<file path="src/core/dsp_pkg.sv">
`default_nettype none
package dsp_pkg;
	////////////////////////////////////////////////////////////////////////
	// Clock and timing
	localparam int unsigned CLK_HZ = 125_000_000; // Drive clock rate
	localparam int unsigned TICK_TIME_MS = 100; // Timer resolution, 0.1 s
	localparam int unsigned TICK_CYCLES = (CLK_HZ / 1000) * TICK_TIME_MS; // Cycles per tick
	localparam int unsigned FAN_UNIT_HOURS = 10; // Fan run-time unit
	localparam int unsigned TICKS_PER_HOUR = 36000; // Ticks of 0.1 s per hour
	localparam int unsigned FAN_UNIT_TICKS = FAN_UNIT_HOURS * TICKS_PER_HOUR;
	localparam int unsigned HIST_DEPTH = 4; // Alarm history entries
	////////////////////////////////////////////////////////////////////////
	// Register addresses
	localparam logic [15:0] ADR_LINK_SRC = 16'h031c;
	localparam logic [15:0] ADR_START_CNT = 16'h031d;
	localparam logic [15:0] ADR_MOCK_ALARM = 16'h031e;
	localparam logic [15:0] ADR_FAN_CTRL = 16'h031f;
	localparam logic [15:0] ADR_FAN_TIME = 16'h0320;
	localparam logic [15:0] ADR_STATION = 16'h0401;
	localparam logic [15:0] ADR_ERR_MODE = 16'h0402;
	localparam logic [15:0] ADR_ERR_TIMER = 16'h0403;
	localparam logic [15:0] ADR_LINE_RATE = 16'h0404;
	localparam logic [15:0] ADR_CHAR_LEN = 16'h0405;
	localparam logic [15:0] ADR_PARITY = 16'h0406;
	localparam logic [15:0] ADR_STOP_BIT = 16'h0407;
	localparam logic [15:0] ADR_NO_RESP = 16'h0408;
	localparam logic [15:0] ADR_REPLY_INT = 16'h0409;
	localparam logic [15:0] ADR_STAT_FIRST = 16'h0501; // Drive state
	localparam logic [15:0] ADR_STAT_LAST = 16'h0510; // Firmware release
	localparam logic [15:0] ADR_HIST_FIRST = 16'h050c; // Newest alarm
	localparam logic [15:0] ADR_HIST_SECOND = 16'h050d;
	localparam logic [15:0] ADR_HIST_THIRD = 16'h050e;
	localparam logic [15:0] ADR_HIST_LAST = 16'h050f; // Oldest alarm
	localparam logic [15:0] ADR_ALARM_CODE = 16'h0502;
	localparam logic [15:0] ADR_OUT_FREQ = 16'h0503;
	localparam logic [15:0] ADR_MOTOR_CUR = 16'h0504;
	localparam logic [15:0] ADR_MOTOR_VOLT = 16'h0505;
	localparam logic [15:0] ADR_BUS_VOLT = 16'h0506;
	localparam logic [15:0] ADR_DRIVE_TEMP = 16'h0507;
	localparam logic [15:0] ADR_POWER_HOURS = 16'h0508;
	localparam logic [15:0] ADR_RUN_HOURS = 16'h0509;
	localparam logic [15:0] ADR_STATION_RB = 16'h050a; // Station readback
	localparam logic [15:0] ADR_LINK_STATUS = 16'h050b; // Error handler state
	////////////////////////////////////////////////////////////////////////
	// Reset values
	localparam logic [15:0] RST_LINK_SRC = 16'h0000;
	localparam logic [15:0] RST_START_CNT = 16'h0000;
	localparam logic [15:0] RST_FAN_CTRL = 16'h0000;
	localparam logic [15:0] RST_FAN_TIME = 16'h0000;
	localparam logic [15:0] RST_STATION = 16'h0001;
	localparam logic [15:0] RST_ERR_MODE = 16'h0000;
	localparam logic [15:0] RST_ERR_TIMER = 16'h0014;
	localparam logic [15:0] RST_LINE_RATE = 16'h0001;
	localparam logic [15:0] RST_NO_RESP = 16'h0000;
	localparam logic [15:0] RST_REPLY_INT = 16'h0001;
	////////////////////////////////////////////////////////////////////////
	// Legal values
	localparam logic [15:0] MAX_LINK_SRC = 16'h0003;
	localparam logic [15:0] MAX_FAN_CTRL = 16'h0001;
	localparam logic [15:0] MAX_FAN_TIME = 16'h270f; // 9999 units
	localparam logic [15:0] MIN_STATION = 16'h0001;
	localparam logic [15:0] MAX_STATION = 16'h00ff;
	localparam logic [15:0] MAX_ERR_MODE = 16'h0003;
	localparam logic [15:0] MAX_ERR_TIMER = 16'h0258; // 60.0 s in ticks
	localparam logic [15:0] MAX_LINE_RATE = 16'h0002;
	localparam logic [15:0] CHAR_LEN_8 = 16'h0000; // Only 8 data bits
	localparam logic [15:0] PARITY_NONE = 16'h0003; // Only no parity
	localparam logic [15:0] STOP_ONE = 16'h0001; // Only one stop bit
	localparam logic [15:0] MAX_NO_RESP = 16'h003c;
	localparam logic [15:0] MAX_REPLY_INT = 16'h0064;
	////////////////////////////////////////////////////////////////////////
	// Line rates and link answers
	localparam logic [1:0] RATE_9600 = 2'h0;
	localparam logic [1:0] RATE_19200 = 2'h1;
	localparam int unsigned BPS_9600 = 9600;
	localparam int unsigned BPS_19200 = 19200;
	localparam int unsigned BPS_38400 = 38400;
	localparam logic [7:0] EXC_NONE = 8'h00;
	localparam logic [7:0] EXC_ADDR = 8'h02; // Unmapped register
	localparam logic [7:0] EXC_VALUE = 8'h03; // Value out of range
	////////////////////////////////////////////////////////////////////////
	// Communication error handling
	localparam logic [1:0] MODE_TRIP_NOW = 2'h0;
	localparam logic [1:0] MODE_TRIP_LATER = 2'h1;
	localparam logic [1:0] MODE_RETRY = 2'h2;
	localparam logic [1:0] MODE_IGNORE = 2'h3;
	typedef enum logic [1:0] {
		ERR_IDLE = 2'b00,
		ERR_DELAY = 2'b01,
		ERR_RETRY = 2'b10,
		ERR_TRIP = 2'b11
	} dsp_err_state_t;
endpackage : dsp_pkg
`default_nettype wire

</file>
<file path="src/core/dsp_param_bank.sv">
`default_nettype none
module dsp_param_bank #(
	parameter int unsigned TICK_CYCLES = dsp_pkg::TICK_CYCLES, // Cycles per 0.1 s
	parameter int unsigned FAN_UNIT_TICKS = dsp_pkg::FAN_UNIT_TICKS, // Ticks per fan unit
	parameter logic [15:0] FIRMWARE_CODE = 16'h0100 // Arbitrary release value
) (
	input wire logic ref_clk_i,
	input wire logic rst_n_i,
	input wire logic req_i,
	input wire logic req_write_i,
	input wire logic [15:0] req_addr_i,
	input wire logic [15:0] req_wdata_i,
	output logic ack_o,
	output logic [15:0] rdata_o,
	output logic [7:0] exc_o,
	input wire logic link_err_i,
	input wire logic link_ok_i,
	input wire logic fault_clear_i,
	input wire logic motor_start_i,
	input wire logic fan_demand_i,
	input wire logic alarm_event_i,
	input wire logic [15:0] alarm_code_i,
	input wire logic [15:0] drive_state_i,
	input wire logic [15:0] out_freq_i,
	input wire logic [15:0] motor_current_i,
	input wire logic [15:0] motor_voltage_i,
	input wire logic [15:0] bus_voltage_i,
	input wire logic [15:0] drive_temp_i,
	input wire logic [15:0] power_on_hours_i,
	input wire logic [15:0] run_hours_i,
	output logic freq_from_link_o,
	output logic run_from_link_o,
	output logic fan_on_o,
	output logic mock_alarm_o,
	output logic link_fault_alarm_o,
	output logic [7:0] station_o,
	output logic [15:0] bit_cycles_o,
	output logic [15:0] no_response_timeout_o,
	output logic [15:0] reply_interval_o
);
	import dsp_pkg::*;
	if (TICK_CYCLES < 1 || FAN_UNIT_TICKS < 1) begin : g_chk
		$error("tick counts must be at least one");
	end
	////////////////////////////////////////////////////////////////////////
	// Decoding helpers
	// Bit period in clock cycles for a rate code
	function automatic logic [15:0] rate_cycles(input logic [1:0] code);
		unique case (code)
			RATE_9600: rate_cycles = 16'(CLK_HZ / BPS_9600);
			RATE_19200: rate_cycles = 16'(CLK_HZ / BPS_19200);
			default: rate_cycles = 16'(CLK_HZ / BPS_38400);
		endcase
	endfunction : rate_cycles
	// Status group address
	function automatic logic is_status(input logic [15:0] a);
		is_status = (a >= ADR_STAT_FIRST) && (a <= ADR_STAT_LAST);
	endfunction : is_status
	// Writable address with a value it accepts
	function automatic logic legal_write(input logic [15:0] a, input logic [15:0] d);
		unique case (a)
			ADR_LINK_SRC: legal_write = d <= MAX_LINK_SRC;
			ADR_START_CNT, ADR_MOCK_ALARM: legal_write = 1'b1;
			ADR_FAN_CTRL: legal_write = d <= MAX_FAN_CTRL;
			ADR_FAN_TIME: legal_write = d <= MAX_FAN_TIME;
			ADR_STATION: legal_write = d >= MIN_STATION && d <= MAX_STATION;
			ADR_ERR_MODE: legal_write = d <= MAX_ERR_MODE;
			ADR_ERR_TIMER: legal_write = d <= MAX_ERR_TIMER;
			ADR_LINE_RATE: legal_write = d <= MAX_LINE_RATE;
			ADR_CHAR_LEN: legal_write = d == CHAR_LEN_8;
			ADR_PARITY: legal_write = d == PARITY_NONE;
			ADR_STOP_BIT: legal_write = d == STOP_ONE;
			ADR_NO_RESP: legal_write = d <= MAX_NO_RESP;
			ADR_REPLY_INT: legal_write = d <= MAX_REPLY_INT;
			default: legal_write = 1'b0;
		endcase
	endfunction : legal_write
	////////////////////////////////////////////////////////////////////////
	// Reset release through two flops
	logic rst_q1; // First stage, read only by the second
	logic rst_n; // Released reset for the whole block
	always_ff @(posedge ref_clk_i or negedge rst_n_i)
	begin
		if (!rst_n_i)
		begin
			rst_q1 <= 1'b0;
			rst_n <= 1'b0;
		end
		else
		begin
			rst_q1 <= 1'b1;
			rst_n <= rst_q1;
		end
	end
	////////////////////////////////////////////////////////////////////////
	// Storage
	logic [15:0] link_source_select; // Source routing code
	logic [15:0] startup_counter; // Motor startups
	logic [15:0] mock_alarm_trigger; // Self-clearing trigger
	logic [15:0] fan_auto_control; // Fan mode
	logic [15:0] fan_run_time; // Fan hours / 10
	logic [15:0] station_number; // Link station
	logic [15:0] comm_error_handling; // Error mode
	logic [15:0] comm_error_timer; // Error window, 0.1 s
	logic [15:0] line_rate_select; // Rate code
	logic [15:0] no_response_timeout; // Seconds, 0 off
	logic [15:0] reply_interval; // 0.01 s units
	logic [15:0] alarm_hist [HIST_DEPTH]; // Newest first
	logic [31:0] tick_cnt; // Cycles within a tick
	logic tick; // One 0.1 s pulse
	logic wr_ok; // Accepted write this cycle
	logic fan_load; // Software load of fan time
	dsp_err_state_t err_state; // Error handler state
	assign wr_ok = req_i && req_write_i && legal_write(req_addr_i, req_wdata_i);
	assign fan_load = wr_ok && req_addr_i == ADR_FAN_TIME;
	////////////////////////////////////////////////////////////////////////
	// Time base
	always_ff @(posedge ref_clk_i or negedge rst_n)
	begin
		if (!rst_n)
		begin
			tick_cnt <= 32'h0;
			tick <= 1'b0;
		end
		else
		begin
			tick <= (tick_cnt == TICK_CYCLES - 1);
			tick_cnt <= (tick_cnt == TICK_CYCLES - 1) ? 32'h0 : tick_cnt + 32'h1;
		end
	end
	////////////////////////////////////////////////////////////////////////
	// Settings written by the master
	always_ff @(posedge ref_clk_i or negedge rst_n)
	begin
		if (!rst_n)
		begin
			link_source_select <= RST_LINK_SRC;
			fan_auto_control <= RST_FAN_CTRL;
			station_number <= RST_STATION;
			comm_error_handling <= RST_ERR_MODE;
			comm_error_timer <= RST_ERR_TIMER;
			line_rate_select <= RST_LINE_RATE;
			no_response_timeout <= RST_NO_RESP;
			reply_interval <= RST_REPLY_INT;
		end
		else if (wr_ok)
		begin
			unique case (req_addr_i)
				ADR_LINK_SRC: link_source_select <= req_wdata_i;
				ADR_FAN_CTRL: fan_auto_control <= req_wdata_i;
				ADR_STATION: station_number <= req_wdata_i;
				ADR_ERR_MODE: comm_error_handling <= req_wdata_i;
				ADR_ERR_TIMER: comm_error_timer <= req_wdata_i;
				ADR_LINE_RATE: line_rate_select <= req_wdata_i;
				ADR_NO_RESP: no_response_timeout <= req_wdata_i;
				ADR_REPLY_INT: reply_interval <= req_wdata_i;
				default: ; // Fixed frame format and counters elsewhere
			endcase
		end
	end
	////////////////////////////////////////////////////////////////////////
	// Startup counter: a start in the write cycle still counts
	always_ff @(posedge ref_clk_i or negedge rst_n)
	begin
		if (!rst_n)
			startup_counter <= RST_START_CNT;
		else if (wr_ok && req_addr_i == ADR_START_CNT)
			startup_counter <= req_wdata_i + {15'h0, motor_start_i};
		else if (motor_start_i)
			startup_counter <= startup_counter + 16'h1;
	end
	////////////////////////////////////////////////////////////////////////
	// Mock alarm: one pulse, then the trigger reads back zero
	always_ff @(posedge ref_clk_i or negedge rst_n)
	begin
		if (!rst_n)
		begin
			mock_alarm_trigger <= 16'h0;
			mock_alarm_o <= 1'b0;
		end
		else
		begin
			mock_alarm_o <= mock_alarm_trigger[0];
			if (wr_ok && req_addr_i == ADR_MOCK_ALARM)
				mock_alarm_trigger <= {15'h0, req_wdata_i[0]};
			else
				mock_alarm_trigger <= 16'h0;
		end
	end
	////////////////////////////////////////////////////////////////////////
	// Alarm history, shifted on each new alarm
	always_ff @(posedge ref_clk_i or negedge rst_n)
	begin
		if (!rst_n)
		begin
			for (int i = 0; i < HIST_DEPTH; i++)
				alarm_hist[i] <= 16'h0;
		end
		else if (alarm_event_i)
		begin
			alarm_hist[0] <= alarm_code_i;
			for (int i = 1; i < HIST_DEPTH; i++)
				alarm_hist[i] <= alarm_hist[i - 1];
		end
	end
	////////////////////////////////////////////////////////////////////////
	// Fan run time and link error handling
	dsp_unit_counter #(
		.STEP_TICKS(FAN_UNIT_TICKS),
		.MAX_VALUE(MAX_FAN_TIME)
	) u_fan_time (
		.clk_i(ref_clk_i),
		.rst_n_i(rst_n),
		.tick_i(tick),
		.run_i(fan_on_o),
		.load_i(fan_load),
		.load_val_i(req_wdata_i),
		.value_o(fan_run_time)
	);
	dsp_comm_watch u_watch (
		.clk_i(ref_clk_i),
		.rst_n_i(rst_n),
		.tick_i(tick),
		.mode_i(comm_error_handling[1:0]),
		.limit_i(comm_error_timer),
		.err_i(link_err_i),
		.ok_i(link_ok_i),
		.clear_i(fault_clear_i),
		.trip_o(link_fault_alarm_o),
		.state_o(err_state)
	);
	////////////////////////////////////////////////////////////////////////
	// Outputs that steer the drive and the serial port
	always_ff @(posedge ref_clk_i or negedge rst_n)
	begin
		if (!rst_n)
		begin
			freq_from_link_o <= 1'b0;
			run_from_link_o <= 1'b0;
			fan_on_o <= 1'b1;
			station_o <= RST_STATION[7:0];
			bit_cycles_o <= rate_cycles(RST_LINE_RATE[1:0]);
			no_response_timeout_o <= RST_NO_RESP;
			reply_interval_o <= RST_REPLY_INT;
		end
		else
		begin
			freq_from_link_o <= link_source_select[0];
			run_from_link_o <= link_source_select[1];
			fan_on_o <= (fan_auto_control == 16'h0) ? 1'b1 : fan_demand_i;
			station_o <= station_number[7:0];
			bit_cycles_o <= rate_cycles(line_rate_select[1:0]);
			no_response_timeout_o <= no_response_timeout;
			reply_interval_o <= reply_interval;
		end
	end
	////////////////////////////////////////////////////////////////////////
	// Register answer, one cycle after the request
	logic [15:0] next_rdata; // Read value
	logic [7:0] next_exc; // Exception code
	always_comb
	begin
		next_rdata = 16'h0;
		next_exc = EXC_NONE;
		unique case (req_addr_i)
			ADR_LINK_SRC: next_rdata = link_source_select;
			ADR_START_CNT: next_rdata = startup_counter;
			ADR_MOCK_ALARM: next_rdata = mock_alarm_trigger;
			ADR_FAN_CTRL: next_rdata = fan_auto_control;
			ADR_FAN_TIME: next_rdata = fan_run_time;
			ADR_STATION: next_rdata = station_number;
			ADR_ERR_MODE: next_rdata = comm_error_handling;
			ADR_ERR_TIMER: next_rdata = comm_error_timer;
			ADR_LINE_RATE: next_rdata = line_rate_select;
			ADR_CHAR_LEN: next_rdata = CHAR_LEN_8;
			ADR_PARITY: next_rdata = PARITY_NONE;
			ADR_STOP_BIT: next_rdata = STOP_ONE;
			ADR_NO_RESP: next_rdata = no_response_timeout;
			ADR_REPLY_INT: next_rdata = reply_interval;
			ADR_STAT_FIRST: next_rdata = drive_state_i;
			ADR_ALARM_CODE: next_rdata = alarm_code_i;
			ADR_OUT_FREQ: next_rdata = out_freq_i;
			ADR_MOTOR_CUR: next_rdata = motor_current_i;
			ADR_MOTOR_VOLT: next_rdata = motor_voltage_i;
			ADR_BUS_VOLT: next_rdata = bus_voltage_i;
			ADR_DRIVE_TEMP: next_rdata = drive_temp_i;
			ADR_POWER_HOURS: next_rdata = power_on_hours_i;
			ADR_RUN_HOURS: next_rdata = run_hours_i;
			ADR_STATION_RB: next_rdata = station_number;
			ADR_LINK_STATUS: next_rdata = {14'h0, err_state};
			ADR_HIST_FIRST, ADR_HIST_SECOND, ADR_HIST_THIRD, ADR_HIST_LAST:
				next_rdata = alarm_hist[2'(req_addr_i - ADR_HIST_FIRST)];
			ADR_STAT_LAST: next_rdata = FIRMWARE_CODE;
			default: next_exc = EXC_ADDR;
		endcase
		// Writes to status are dropped silently; bad values refused
		if (req_write_i && !is_status(req_addr_i) && next_exc == EXC_NONE
			&& !legal_write(req_addr_i, req_wdata_i))
			next_exc = EXC_VALUE;
	end
	always_ff @(posedge ref_clk_i or negedge rst_n)
	begin
		if (!rst_n)
		begin
			ack_o <= 1'b0;
			rdata_o <= 16'h0;
			exc_o <= EXC_NONE;
		end
		else
		begin
			ack_o <= req_i;
			rdata_o <= req_i ? next_rdata : 16'h0;
			exc_o <= req_i ? next_exc : EXC_NONE;
		end
	end
endmodule : dsp_param_bank
`default_nettype wire

</file>
<file path="src/core/dsp_unit_counter.sv">
`default_nettype none
// Saturating run-time counter, one unit per STEP_TICKS ticks of running
module dsp_unit_counter #(
	parameter int unsigned STEP_TICKS = dsp_pkg::FAN_UNIT_TICKS,
	parameter logic [15:0] MAX_VALUE = dsp_pkg::MAX_FAN_TIME
) (
	input wire logic clk_i,
	input wire logic rst_n_i,
	input wire logic tick_i,
	input wire logic run_i,
	input wire logic load_i,
	input wire logic [15:0] load_val_i,
	output logic [15:0] value_o
);
	import dsp_pkg::*;
	if (STEP_TICKS < 1) begin : g_chk
		$error("STEP_TICKS must be at least one");
	end
	logic [31:0] part; // Ticks within the current unit
	////////////////////////////////////////////////////////////////////////
	// Partial unit, kept across stops
	always_ff @(posedge clk_i or negedge rst_n_i)
	begin
		if (!rst_n_i)
			part <= 32'h0;
		else if (tick_i && run_i)
			part <= (part >= STEP_TICKS - 1) ? 32'h0 : part + 32'h1;
	end
	////////////////////////////////////////////////////////////////////////
	// Whole units; software load wins, count stops at the ceiling
	always_ff @(posedge clk_i or negedge rst_n_i)
	begin
		if (!rst_n_i)
			value_o <= RST_FAN_TIME;
		else if (load_i)
			value_o <= load_val_i;
		else if (tick_i && run_i && part >= STEP_TICKS - 1 && value_o < MAX_VALUE)
			value_o <= value_o + 16'h1;
	end
endmodule : dsp_unit_counter
`default_nettype wire

</file>
<file path="src/core/dsp_comm_watch.sv">
`default_nettype none
// Reaction to serial link errors: trip now, trip later, retry, or ignore
module dsp_comm_watch (
	input wire logic clk_i,
	input wire logic rst_n_i,
	input wire logic tick_i,
	input wire logic [1:0] mode_i,
	input wire logic [15:0] limit_i,
	input wire logic err_i,
	input wire logic ok_i,
	input wire logic clear_i,
	output logic trip_o,
	output dsp_pkg::dsp_err_state_t state_o
);
	import dsp_pkg::*;
	dsp_err_state_t next_state; // Next handling state
	logic [15:0] elapsed; // Ticks since the error
	////////////////////////////////////////////////////////////////////////
	// State choice
	always_comb
	begin
		next_state = state_o;
		unique case (state_o)
			ERR_IDLE:
				if (err_i)
				begin
					unique case (mode_i)
						MODE_TRIP_NOW: next_state = ERR_TRIP;
						MODE_TRIP_LATER: next_state = ERR_DELAY;
						MODE_RETRY: next_state = ERR_RETRY;
						MODE_IGNORE: next_state = ERR_IDLE;
					endcase
				end
			ERR_DELAY:
				if (elapsed >= limit_i)
					next_state = ERR_TRIP;
			ERR_RETRY:
				if (ok_i)
					next_state = ERR_IDLE; // Retry succeeded
				else if (elapsed >= limit_i)
					next_state = ERR_TRIP;
			ERR_TRIP:
				if (clear_i && !(err_i && mode_i == MODE_TRIP_NOW))
					next_state = ERR_IDLE; // A fresh immediate trip wins over clear
		endcase
	end
	////////////////////////////////////////////////////////////////////////
	// State, trip flag and wait counter
	always_ff @(posedge clk_i or negedge rst_n_i)
	begin
		if (!rst_n_i)
		begin
			state_o <= ERR_IDLE;
			trip_o <= 1'b0;
		end
		else
		begin
			state_o <= next_state;
			trip_o <= (next_state == ERR_TRIP);
		end
	end
	always_ff @(posedge clk_i or negedge rst_n_i)
	begin
		if (!rst_n_i)
			elapsed <= 16'h0;
		else if (state_o == ERR_IDLE)
			elapsed <= 16'h0;
		else if (tick_i && elapsed != 16'hffff)
			elapsed <= elapsed + 16'h1;
	end
endmodule : dsp_comm_watch
`default_nettype wire

</file>
<file path="config.mk">
export PLATFORM = sky130hd
export DESIGN_NAME = dsp_param_bank
export DESIGN_NICKNAME = d
export VERILOG_FILES = /design/src/core/dsp_pkg.sv /design/src/core/dsp_param_bank.sv /design/src/core/dsp_unit_counter.sv /design/src/core/dsp_comm_watch.sv
export SDC_FILE = /design/constraint.sdc
export NUM_CORES = 1
export LEC_CHECK = 0
export BUFFER_PORTS_ARGS = -buffer_cell sky130_fd_sc_hd__buf_2
export CORE_ASPECT_RATIO = 0.9
export CORE_UTILIZATION = 31
export CTS_BUF_LIST = sky130_fd_sc_hd__clkbuf_4
export DETAILED_ROUTE_END_ITERATION = 6
export PLACE_DENSITY = 0.59
export SLEW_MARGIN = 20
export SYNTH_ARGS = -nofsm -noshare
export SYNTH_HDL_FRONTEND = slang
export SYNTH_HIERARCHICAL = 1
export SYNTH_SLANG_ARGS = --single-unit
</file>
<file path="constraint.sdc">
create_clock -name ref_clk_i -period 31.3 [get_ports ref_clk_i]
set_input_delay 3.13 -clock ref_clk_i [delete_from_list [all_inputs] [get_ports ref_clk_i]]
set_output_delay 3.13 -clock ref_clk_i [all_outputs]
set_load 0.1 [all_outputs]
</file>
* Word level (Yosys, flattened, before mapping)
Cells that the tools add are included.
Storage, ports and cells: register bits after elaboration 409, bits of input ports 186, output and inout port bits 86
Operators by class: add/sub/neg operators 7, magnitude comparators 15, equality and inequality tests 42, muxes and demuxes 26, bitwise gates (word level) 1, reductions and logical operators 41
Operators with widths (count):
- 16-bit by 11-bit == test with 1-bit output (second input constant) | 25
- 16-bit one-hot mux with 25 select lines | 1
- 16-bit 2-to-1 mux | 9
- 16-bit by 10-bit == test with 1-bit output (second input constant) | 5
- 32-bit by 1-bit adder with 32-bit output (second input constant) | 2
- 32-bit 2-to-1 mux | 2
- 16-bit by 1-bit adder with 16-bit output (second input constant) | 3
- 16-bit binary-select mux with 2-bit select | 1
- 32-bit by 24-bit == test with 1-bit output (second input constant) | 1
- 32-bit by 19-bit greater-or-equal comparator with 1-bit output (second input constant) | 1
- 16-bit by 2-bit less-or-equal comparator with 1-bit output (second input constant) | 2
- 16-bit logical NOT | 2
- 30-bit OR reduction | 1
- 14-bit one-hot mux with 2 select lines | 1
- 16-bit by 1-bit adder with 16-bit output | 1
- 16-bit by 1-bit == test with 1-bit output (second input constant) | 1
- 16-bit by 2-bit == test with 1-bit output (second input constant) | 1
- 16-bit by 1-bit greater-or-equal comparator with 1-bit output (second input constant) | 1
- 16-bit by 11-bit greater-or-equal comparator with 1-bit output (second input constant) | 1
- 16-bit greater-or-equal comparator | 1
- 16-bit by 1-bit less-or-equal comparator with 1-bit output (second input constant) | 1
- 16-bit by 10-bit less-or-equal comparator with 1-bit output (second input constant) | 1
- 16-bit by 11-bit less-or-equal comparator with 1-bit output (second input constant) | 1
- 16-bit by 14-bit less-or-equal comparator with 1-bit output (second input constant) | 1
- other kinds (23) | 66

* Logic depth before layout (Yosys ltp)
Gate-level depths: netlist of run 1.
depth in word-level cells 8, gate-level depth with buffers 14, mapped depth without buffers 9

* By module
The synthesis of run 1 kept the hierarchy.
By module, submodules not included:
- dsp_param_bank | instances 1, cells each 1264, area an instance 14714.1 um2
- dsp_unit_counter | instances 1, cells each 282, area an instance 2618.8 um2
- dsp_comm_watch | instances 1, cells each 167, area an instance 1440.1 um2

* Least setup slack after synthesis of run 1
OpenSTA, ideal clock, no wires.
path type input -> register, from input port req_addr_i[7], to register u_fan_time.value_o[11], arrival 6154 ps, path slack 25025 ps, cell stages on the path 13, cell sequence or4_1 buf_2 nor4_2 buf_2 nand2_1 a221oi_4 or4_1 and3_1 clkbuf_1 clkbuf_1 nor3_1 mux2i_1 nand2_1
On the way: word-level cells in the longest chain between the ends 6
Ends and longest elaborated chain:
- start: declaration | RTL line dsp_param_bank.sv:11 | input wire logic [15:0] req_addr_i,
- 16-bit by 11-bit == test with 1-bit output or 16-bit by 10-bit == test with 1-bit output (tied branches) | RTL line dsp_param_bank.sv:61 | unique case (a)
- 2-bit OR reduction, on equally long branches
- 1-bit one-hot mux with 12 select lines | RTL line dsp_param_bank.sv:61
- 1-bit logical AND | RTL line dsp_param_bank.sv:114 | assign wr_ok = req_i && req_write_i && legal_write(req_addr_i, req_wdata_i);
- 1-bit logical AND * | RTL line dsp_param_bank.sv:115 | assign fan_load = wr_ok && req_addr_i == ADR_FAN_TIME;
- via fan_load | RTL line dsp_param_bank.sv:112 | logic fan_load;
- 16-bit 2-to-1 mux or 2-bit nonzero test (tied branches)
- end signal: assignment | RTL line dsp_unit_counter.sv:36 | value_o <= load_val_i;
- end signal: assignment | RTL line dsp_unit_counter.sv:38 | value_o <= value_o + 16'h1;
- end: declaration | RTL line dsp_unit_counter.sv:13 | output logic [15:0] value_o
Mark *: on every way through the listed nets, which the timed path passes. The rest lies on a longest branch. A chain may end at the register's enable or synchronous reset.

* Worst setup path in the final report of run 1
from input port req_addr_i[7], to register u_fan_time.value_o[4]
Same word-level chain as after synthesis.

==> results.md, run 1 <==
* Synth Area in Compound Gates at 12.9%
* Clock Latency Late Sink at 940 ps
* CP required at 32040 ps
* DR vias at 15858
* GPL Wtd Cong at 0.923
* Via/cell ratio at 5.50
* First-pass detailed-route iteration total at 6
* WS Path Type: in2reg
* Post-Route WL at 69.7 mm
* Most common cell after layout, fill and taps aside: dfrtp_1
* Final hold vios at 0
* Count of cell types in the netlist at 91
* Power Dens Cells at 50.1 nW/µm²
* Syn Area/Cell at 11.0 µm²
* # hold bufs at CTS at 0
* FF/Latch Area at 9530 µm²
* Seq pwr share at 47.8%
* CP Max Fanout at 21
* Drt drc at 0
* Setup bufs post-CTS at 0
* PostCTS Resize Cnt at 0
* GRT Total Usage at 22.6%
* CTS max path bufs at 3
* GRT Max-Usage Layer: met2
* Initial antenna violation count at 7
* Pleak at 10.1 nW
* First-pass GRT wire length at 103 mm
* Clock skew at 106 ps
* Layout cells sized above 1 at 29.9%
* YS warnings at 6
* Slew @ Worst Pin at 1140 ps
* Psw at 0.000315 W
* Crit path time final at 6960 ps
* Layout area overhead at 18.9%
* Post-Syn Area at 18800 µm²
* Number of buffers created by CTS at 104
* Switching Fraction at 28.2%
* Total grt overflow at 0
* Post-synth top flop: dfrtp_1
* Clock slew at reported path FFs at 70 ps
* FFs w/ async S/R, synth at 100%
* Worst R2R Start: u_fan_time/part[0]
* CTS Sinks at 380
* Antenna viol nets, final at 0
* Met1 usage at 31.7%
* Multi-input gate area at 8750 µm²
* Routed wire per std cell at 24.2 µm
* Fmax at 144 MHz
* Top-Level Pins at 272
* Setup crit end: u_fan_time/value_o[4]
* Initial core utilization at 31.4%
* Synth Register Bits at 380
* Clock power share at 42.3%
* Post-layout util at 37.3%
* Total core area at 59900 µm²
* Mux share of post-synthesis cell area at 7.89%
* Placed Area at 20900 µm²
* RSZ-0062 raised after global routing: false
* TNS Setup at 0 ps
* R2r setup slk at 28780 ps
* Vias in the first global route at 15488
* Post-synth EDFFs at 0
* Internal Power at 0.000804 W
* Fill cells at 5960
* XOR/XNOR share of the synthesized area at 4.20%
* Met2 Use GR at 33.9%
* Reg2reg end: u_fan_time/value_o[7]
* Most frequent cells in the layout: dfrtp_1, buf_2, clkbuf_4
* Slew Limit Headroom at 21.7%
* Fraction of the yosys area taken by sequential cells at 50.7%
* Synth Area in Simple Gates at 19.5%
* Die Height at 235 µm
* Final nets at 2216
* Design Area, Final at 22300 µm²
* Root buf cell: clkbuf_4
* Max_cap viols at 0
* Rows at 85
* Startpoint Class: input pin
* Adder-cell share of the synthesized area at 1.53%
* Logic pwr share at 9.9%
* Final setup violation count at 0
* Met3 usage at 5.24%
* CP endpoint kind: flop
* R2R depth at 7
* # port buffers at 262
* Max Transition Viols Final at 0
* Post-synthesis cell count at 1713
* CTS tree: done
* Critical Path Start: req_addr_i[7]
* Pin count of the biggest net entering global routing at 85
* DP HPWL at 51.9 mm
* H-tree level count at 3
* Die ar. at 61500 µm²
* Status: finished, final reports clean
* CP Data Arrival Time at 7690 ps
* HP Class: reg2async
* Peak VDD IR at 0.0296 mV
* Initial DRC Count at 1720
* Tcrit/Tclk final at 22.2%
* Largest family of logic cells by synthesized area: simple AND/OR/NAND/NOR gates
* Die extent in x at 261 µm
==> routing by layer <==
| layer | part of all wire (%) | routed length, µm |
|---|---|---|
| met5 | 0.055 | 38 |
| met4 | 3.1 | 2140 |
| met2 | 45 | 31300 |
| met3 | 8.1 | 5680 |
| met1 | 44 | 30500 |
==> Yosys cell counts, drive strengths merged, types with 9 or more instances <==
cell type / count / area share (%)
nand2b: 10 / 0.33
mux2: 96 / 5.8
ha: 23 / 1.5
dfrtp: 369 / 49
nor3: 26 / 0.75
or3: 15 / 0.53
nor4: 27 / 1.0
mux4: 16 / 1.9
dfstp: 11 / 1.5
o21ai: 37 / 0.99
nand2: 102 / 2.0
a31oi: 12 / 0.40
and3: 57 / 1.9
nand3: 60 / 1.7
a222oi: 36 / 1.9
nand4: 62 / 2.1
a221oi: 9 / 0.51
xnor2: 51 / 2.4
buf: 31 / 1.0
and2: 63 / 2.1
nor2b: 51 / 1.7
o41ai: 9 / 0.72
inv: 31 / 0.62
nor2: 119 / 2.4
a21oi: 33 / 0.90
a41oi: 16 / 0.75
a22o: 29 / 1.4
clkbuf: 81 / 1.6
xor2: 39 / 1.8
and4: 23 / 1.1
or4: 13 / 0.54
a22oi: 57 / 2.3
==> sequential cells by signal, indices dropped and copies added (netlist names), 6 cells and up <==
register,flops
fan_auto_control,16
startup_counter,16
tick_cnt,32
u_fan_time/part,32
rdata_o,16
link_source_select,16
reply_interval,16
station_number,16
line_rate_select,16
no_response_timeout,16
comm_error_timer,16
station_o,8
u_fan_time/value_o,16
alarm_hist,64
u_watch/elapsed,16
bit_cycles_o,6
no_response_timeout_o,16
reply_interval_o,16
comm_error_handling,16
==> area by class of cell <==
class	count	area share (%)
Antenna cell	7	0.0785
Clock buffer	163	5.48
Inverter	31	0.521
Sequential cell	380	42.7
Clock inverter	27	0.734
Tap cell	783	4.39
Timing Repair Buffer	292	6.92
Multi-Input combinational cell	1198	39.2
==> power by group through the flow <==
stage	clock network, W	logic (W)	registers, W
finish	0.000473	0.000111	0.000535
global route	0.000514	0.000120	0.000538
CTS	0.000486	0.000111	0.000534
detailed placement	0	0.000111	0.000543
global placement	0	0.000109	0.000542
floorplan	0	0.0000616	0.000547
==> logic make-up (layout without fill, tap and decap cells) <==
group	after synthesis	after routing
simple gates	658	658
buf+inv	143	513
xor+xnor	90	90
compound gates	301	301
flops	380	380
fa+ha+maj	23	23
mux	116	116
other cells	2	17
==> worst min-delay path by stage <==
| stage | to |
|---|---|
| 2_1_floorplan | rst_n |
| 3_3_place_gp | reply_interval_o[14] |
| 3_5_place_dp | reply_interval_o[14] |
| 4_1_cts | reply_interval_o[14] |
| 5_1_grt | reply_interval_o[14] |
| 6_report | reply_interval_o[14] |
==> per-stage QoR <==
stage	setup WS [ps]	std cells	total power [W]	hold WS [ps]
after global placement	23600	2683	0.000650	81.4
final	24340	2881	0.00112	101
after global routing	24240	2878	0.00117	113
after CTS	24520	2873	0.00113	103
after detailed placement	23570	2683	0.000654	83.0
after floorplan	19940	1721	0.000609	331
==> worst max-delay path, cell delays in order <==
cell and delay, ps:
buf_2 120, or4_1 770, nor4_4 340, buf_4 290
and2_1 750, a2111o_1 610, or4_1 260, and3_1 730
inv_1 400, nor2_1 200, a31oi_1 60
(Power assumes the default switching activity.)
==> run 2, diff against run 1 <==
PLACE_DENSITY = 0.6   (was 0.59)
clock period = 6.2 ns   (was 31.3 ns; I/O delays follow)
==> results.md, run 2 (synthesis results as in run 1) <==
* Placed Area at 21000 µm² (was 20900 µm²)
* Setup bufs post-CTS at 0 (unchanged)
* Met2 Use GR at 33.5% (was 33.9%)
* WHS Path Cells at 3
* Final nets at 2243 (was 2216)
* Startpoint Class: input pin (unchanged)
* Fmax at 240 MHz
* CTS tree: done (unchanged)
* Initial antenna violation count at 8 (was 7)
* R2r setup slk at 3660 ps (was 28780 ps)
* Antenna viol nets, final at 0 (unchanged)
* Final hold vios at 0 (unchanged)
* Die Height at 235 µm (unchanged)
* CP required at 6900 ps (was 32040 ps)
* Met1 usage at 32.1% (was 31.7%)
* Failing checks: DRC
* Layout area overhead at 20.4% (was 18.9%)
* Drt drc at 1 (was 0)
* CP endpoint kind: flop (unchanged)
* Fill cells at 5943 (was 5960)
* Clock skew at 106 ps (about the same)
* Vias in the first global route at 15934 (was 15488)
* Total core area at 59900 µm² (unchanged)
* TNS Setup at 0 ps (unchanged)
* H-tree level count at 3 (unchanged)
* WHS Endpoint: rdata_o[12]
* Reg2reg end: u_fan_time/value_o[7] (unchanged)
* HP Class: in2reg (was reg2async)
* DR vias at 16088 (was 15858)
* Initial core utilization at 31.4% (unchanged)
* Design Area, Final at 22600 µm² (was 22300 µm²)
* Max_cap viols at 0 (unchanged)
* First-pass detailed-route iteration total at 7 (was 6)
* Max Transition Viols Final at 0 (unchanged)
* Via/cell ratio at 5.53 (was 5.50)
* Most common cell after layout, fill and taps aside: dfrtp_1 (unchanged)
* Root buf cell: clkbuf_4 (unchanged)
* Peak VDD IR at 0.180 mV (was 0.0296 mV)
* # port buffers at 262 (unchanged)
* GPL Wtd Cong at 0.933 (was 0.923)
* Met3 usage at 5.95% (was 5.24%)
* DP HPWL at 51.7 mm (was 51.9 mm)
* Layout cells sized above 1 at 29.7% (was 29.9%)
* Die extent in x at 261 µm (unchanged)
* # hold bufs at CTS at 19 (was 0)
* Final hold slack at 76.2 ps (was 101 ps)
* Rows at 85 (unchanged)
* Post-Route WL at 70.2 mm (was 69.7 mm)
* Power Dens Cells at 251 nW/µm² (was 50.1 nW/µm²)
* Place WS at 1270 ps (was 23570 ps)
* Die ar. at 61500 µm² (unchanged)
* Number of buffers created by CTS at 105 (was 104)
* CTS Sinks at 380 (unchanged)
* CTS max path bufs at 3 (unchanged)
* Top flop regs: alarm_hist: 64 flops, tick_cnt: 32 flops, u_fan_time/part: 32 flops (unchanged)
* R2R depth at 7 (unchanged)
* Most frequent cells in the layout: dfrtp_1, buf_2, clkbuf_4 (unchanged)
* Post-route setup slack at 2030 ps (was 24340 ps)
* Pleak at 10.2 nW (was 10.1 nW)
* Tcrit/Tclk final at 67.3%
* Clock Latency Late Sink at 940 ps (about the same)
* CP Max Fanout at 21 (unchanged)
* Slew @ Worst Pin at 1100 ps (was 1140 ps)
* GRT Total Usage at 22.8% (was 22.6%)
* Clock slew at reported path FFs at 70 ps (about the same)
* Status: finished with violations (was finished, final reports clean)
* CP Data Arrival Time at 4870 ps (was 7690 ps)
* PostCTS Resize Cnt at 0 (unchanged)
* Total grt overflow at 0 (unchanged)
* WS Path Type: in2reg (unchanged)
* First-pass GRT wire length at 104 mm (was 103 mm)
* Final setup violation count at 0 (unchanged)
* Crit path time final at 4170 ps
* Top-Level Pins at 272 (unchanged)
* Largest register by flop count: alarm_hist (unchanged)
* Slew Limit Headroom at 24.5% (was 21.7%)
* RSZ-0062 raised after global routing: false (unchanged)
* Routed wire per std cell at 24.1 µm (was 24.2 µm)
* GRT Max-Usage Layer: met2 (unchanged)
* Worst R2R Start: u_fan_time/part[0] (unchanged)
* Initial DRC Count at 1680 (was 1720)
* Flip-flop count of the largest register after layout at 64 (unchanged)
* Min-Delay Startpoint: drive_temp_i[12]
* Pin count of the biggest net entering global routing at 155 (was 85)
-- run 2: changes by cell type in the layout (fill, tap and decap cells not counted), moves of 3 or more --
cell           before  now
buf_4              28   34
inv_8               3    0
clkbuf_4          163  159
dlygate4sd3_1       0   19
clkinv_1           18   23
clkinv_8            0    5
-- run 2: metal layers --
metal	part of all wire (%)	up-vias
li1	-	7098
met3	8.6	144
met4	3.2	6
met2	44	753
met1	44	8087
met5	0.058	-
-- run 2: critical path, stage by stage --
cell and delay [ps]:
buf_2 130, or4_1 760, nor4_4 520, and2_1 580
and4_1 680, or4_1 270, and3_1 690, inv_1 390
nor2_1 180, a31oi_1 50
-- run 2: cell type report --
cell class | instances | area (µm²) | area share (%)
Tap cell | 783 | 980 | 4.33
Timing Repair Buffer | 318 | 1800 | 7.96
Inverter | 31 | 116 | 0.515
Sequential cell | 380 | 9530 | 42.2
Clock inverter | 34 | 226 | 1.00
Antenna cell | 7 | 17.5 | 0.0775
Clock buffer | 159 | 1190 | 5.28
Multi-Input combinational cell | 1198 | 8740 | 38.7
-- run 2: per-stage QoR --
stage	power (W)	util, %	cells
after floorplan	0.00307	-	1721
after global placement	0.00327	35.0	2690
after detailed placement	0.00330	35.0	2690
after CTS	0.00575	37.7	2902
after global routing	0.00595	37.7	2905
final	0.00567	37.7	2910
-- run 2: report_power, final --
group / switching [W] / internal (W)
sequential: 0.000116 / 0.00259
combinational: 0.000325 / 0.000233
clock: 0.00118 / 0.00123
-- run 2: worst max-delay path by stage --
stage                       start                    end  slack [ps]  cells after the start
finish              req_addr_i[7]  u_fan_time/value_o[7]        2030                     10
global route        req_addr_i[8]  u_fan_time/value_o[3]        1810                     10
CTS                 req_addr_i[7]  u_fan_time/value_o[3]        2200                     10
detailed placement  req_addr_i[7]  u_fan_time/value_o[3]        1270                     10
global placement    req_addr_i[7]  u_fan_time/value_o[5]        1440                     10
floorplan                   rst_n                  ack_o           7                      0
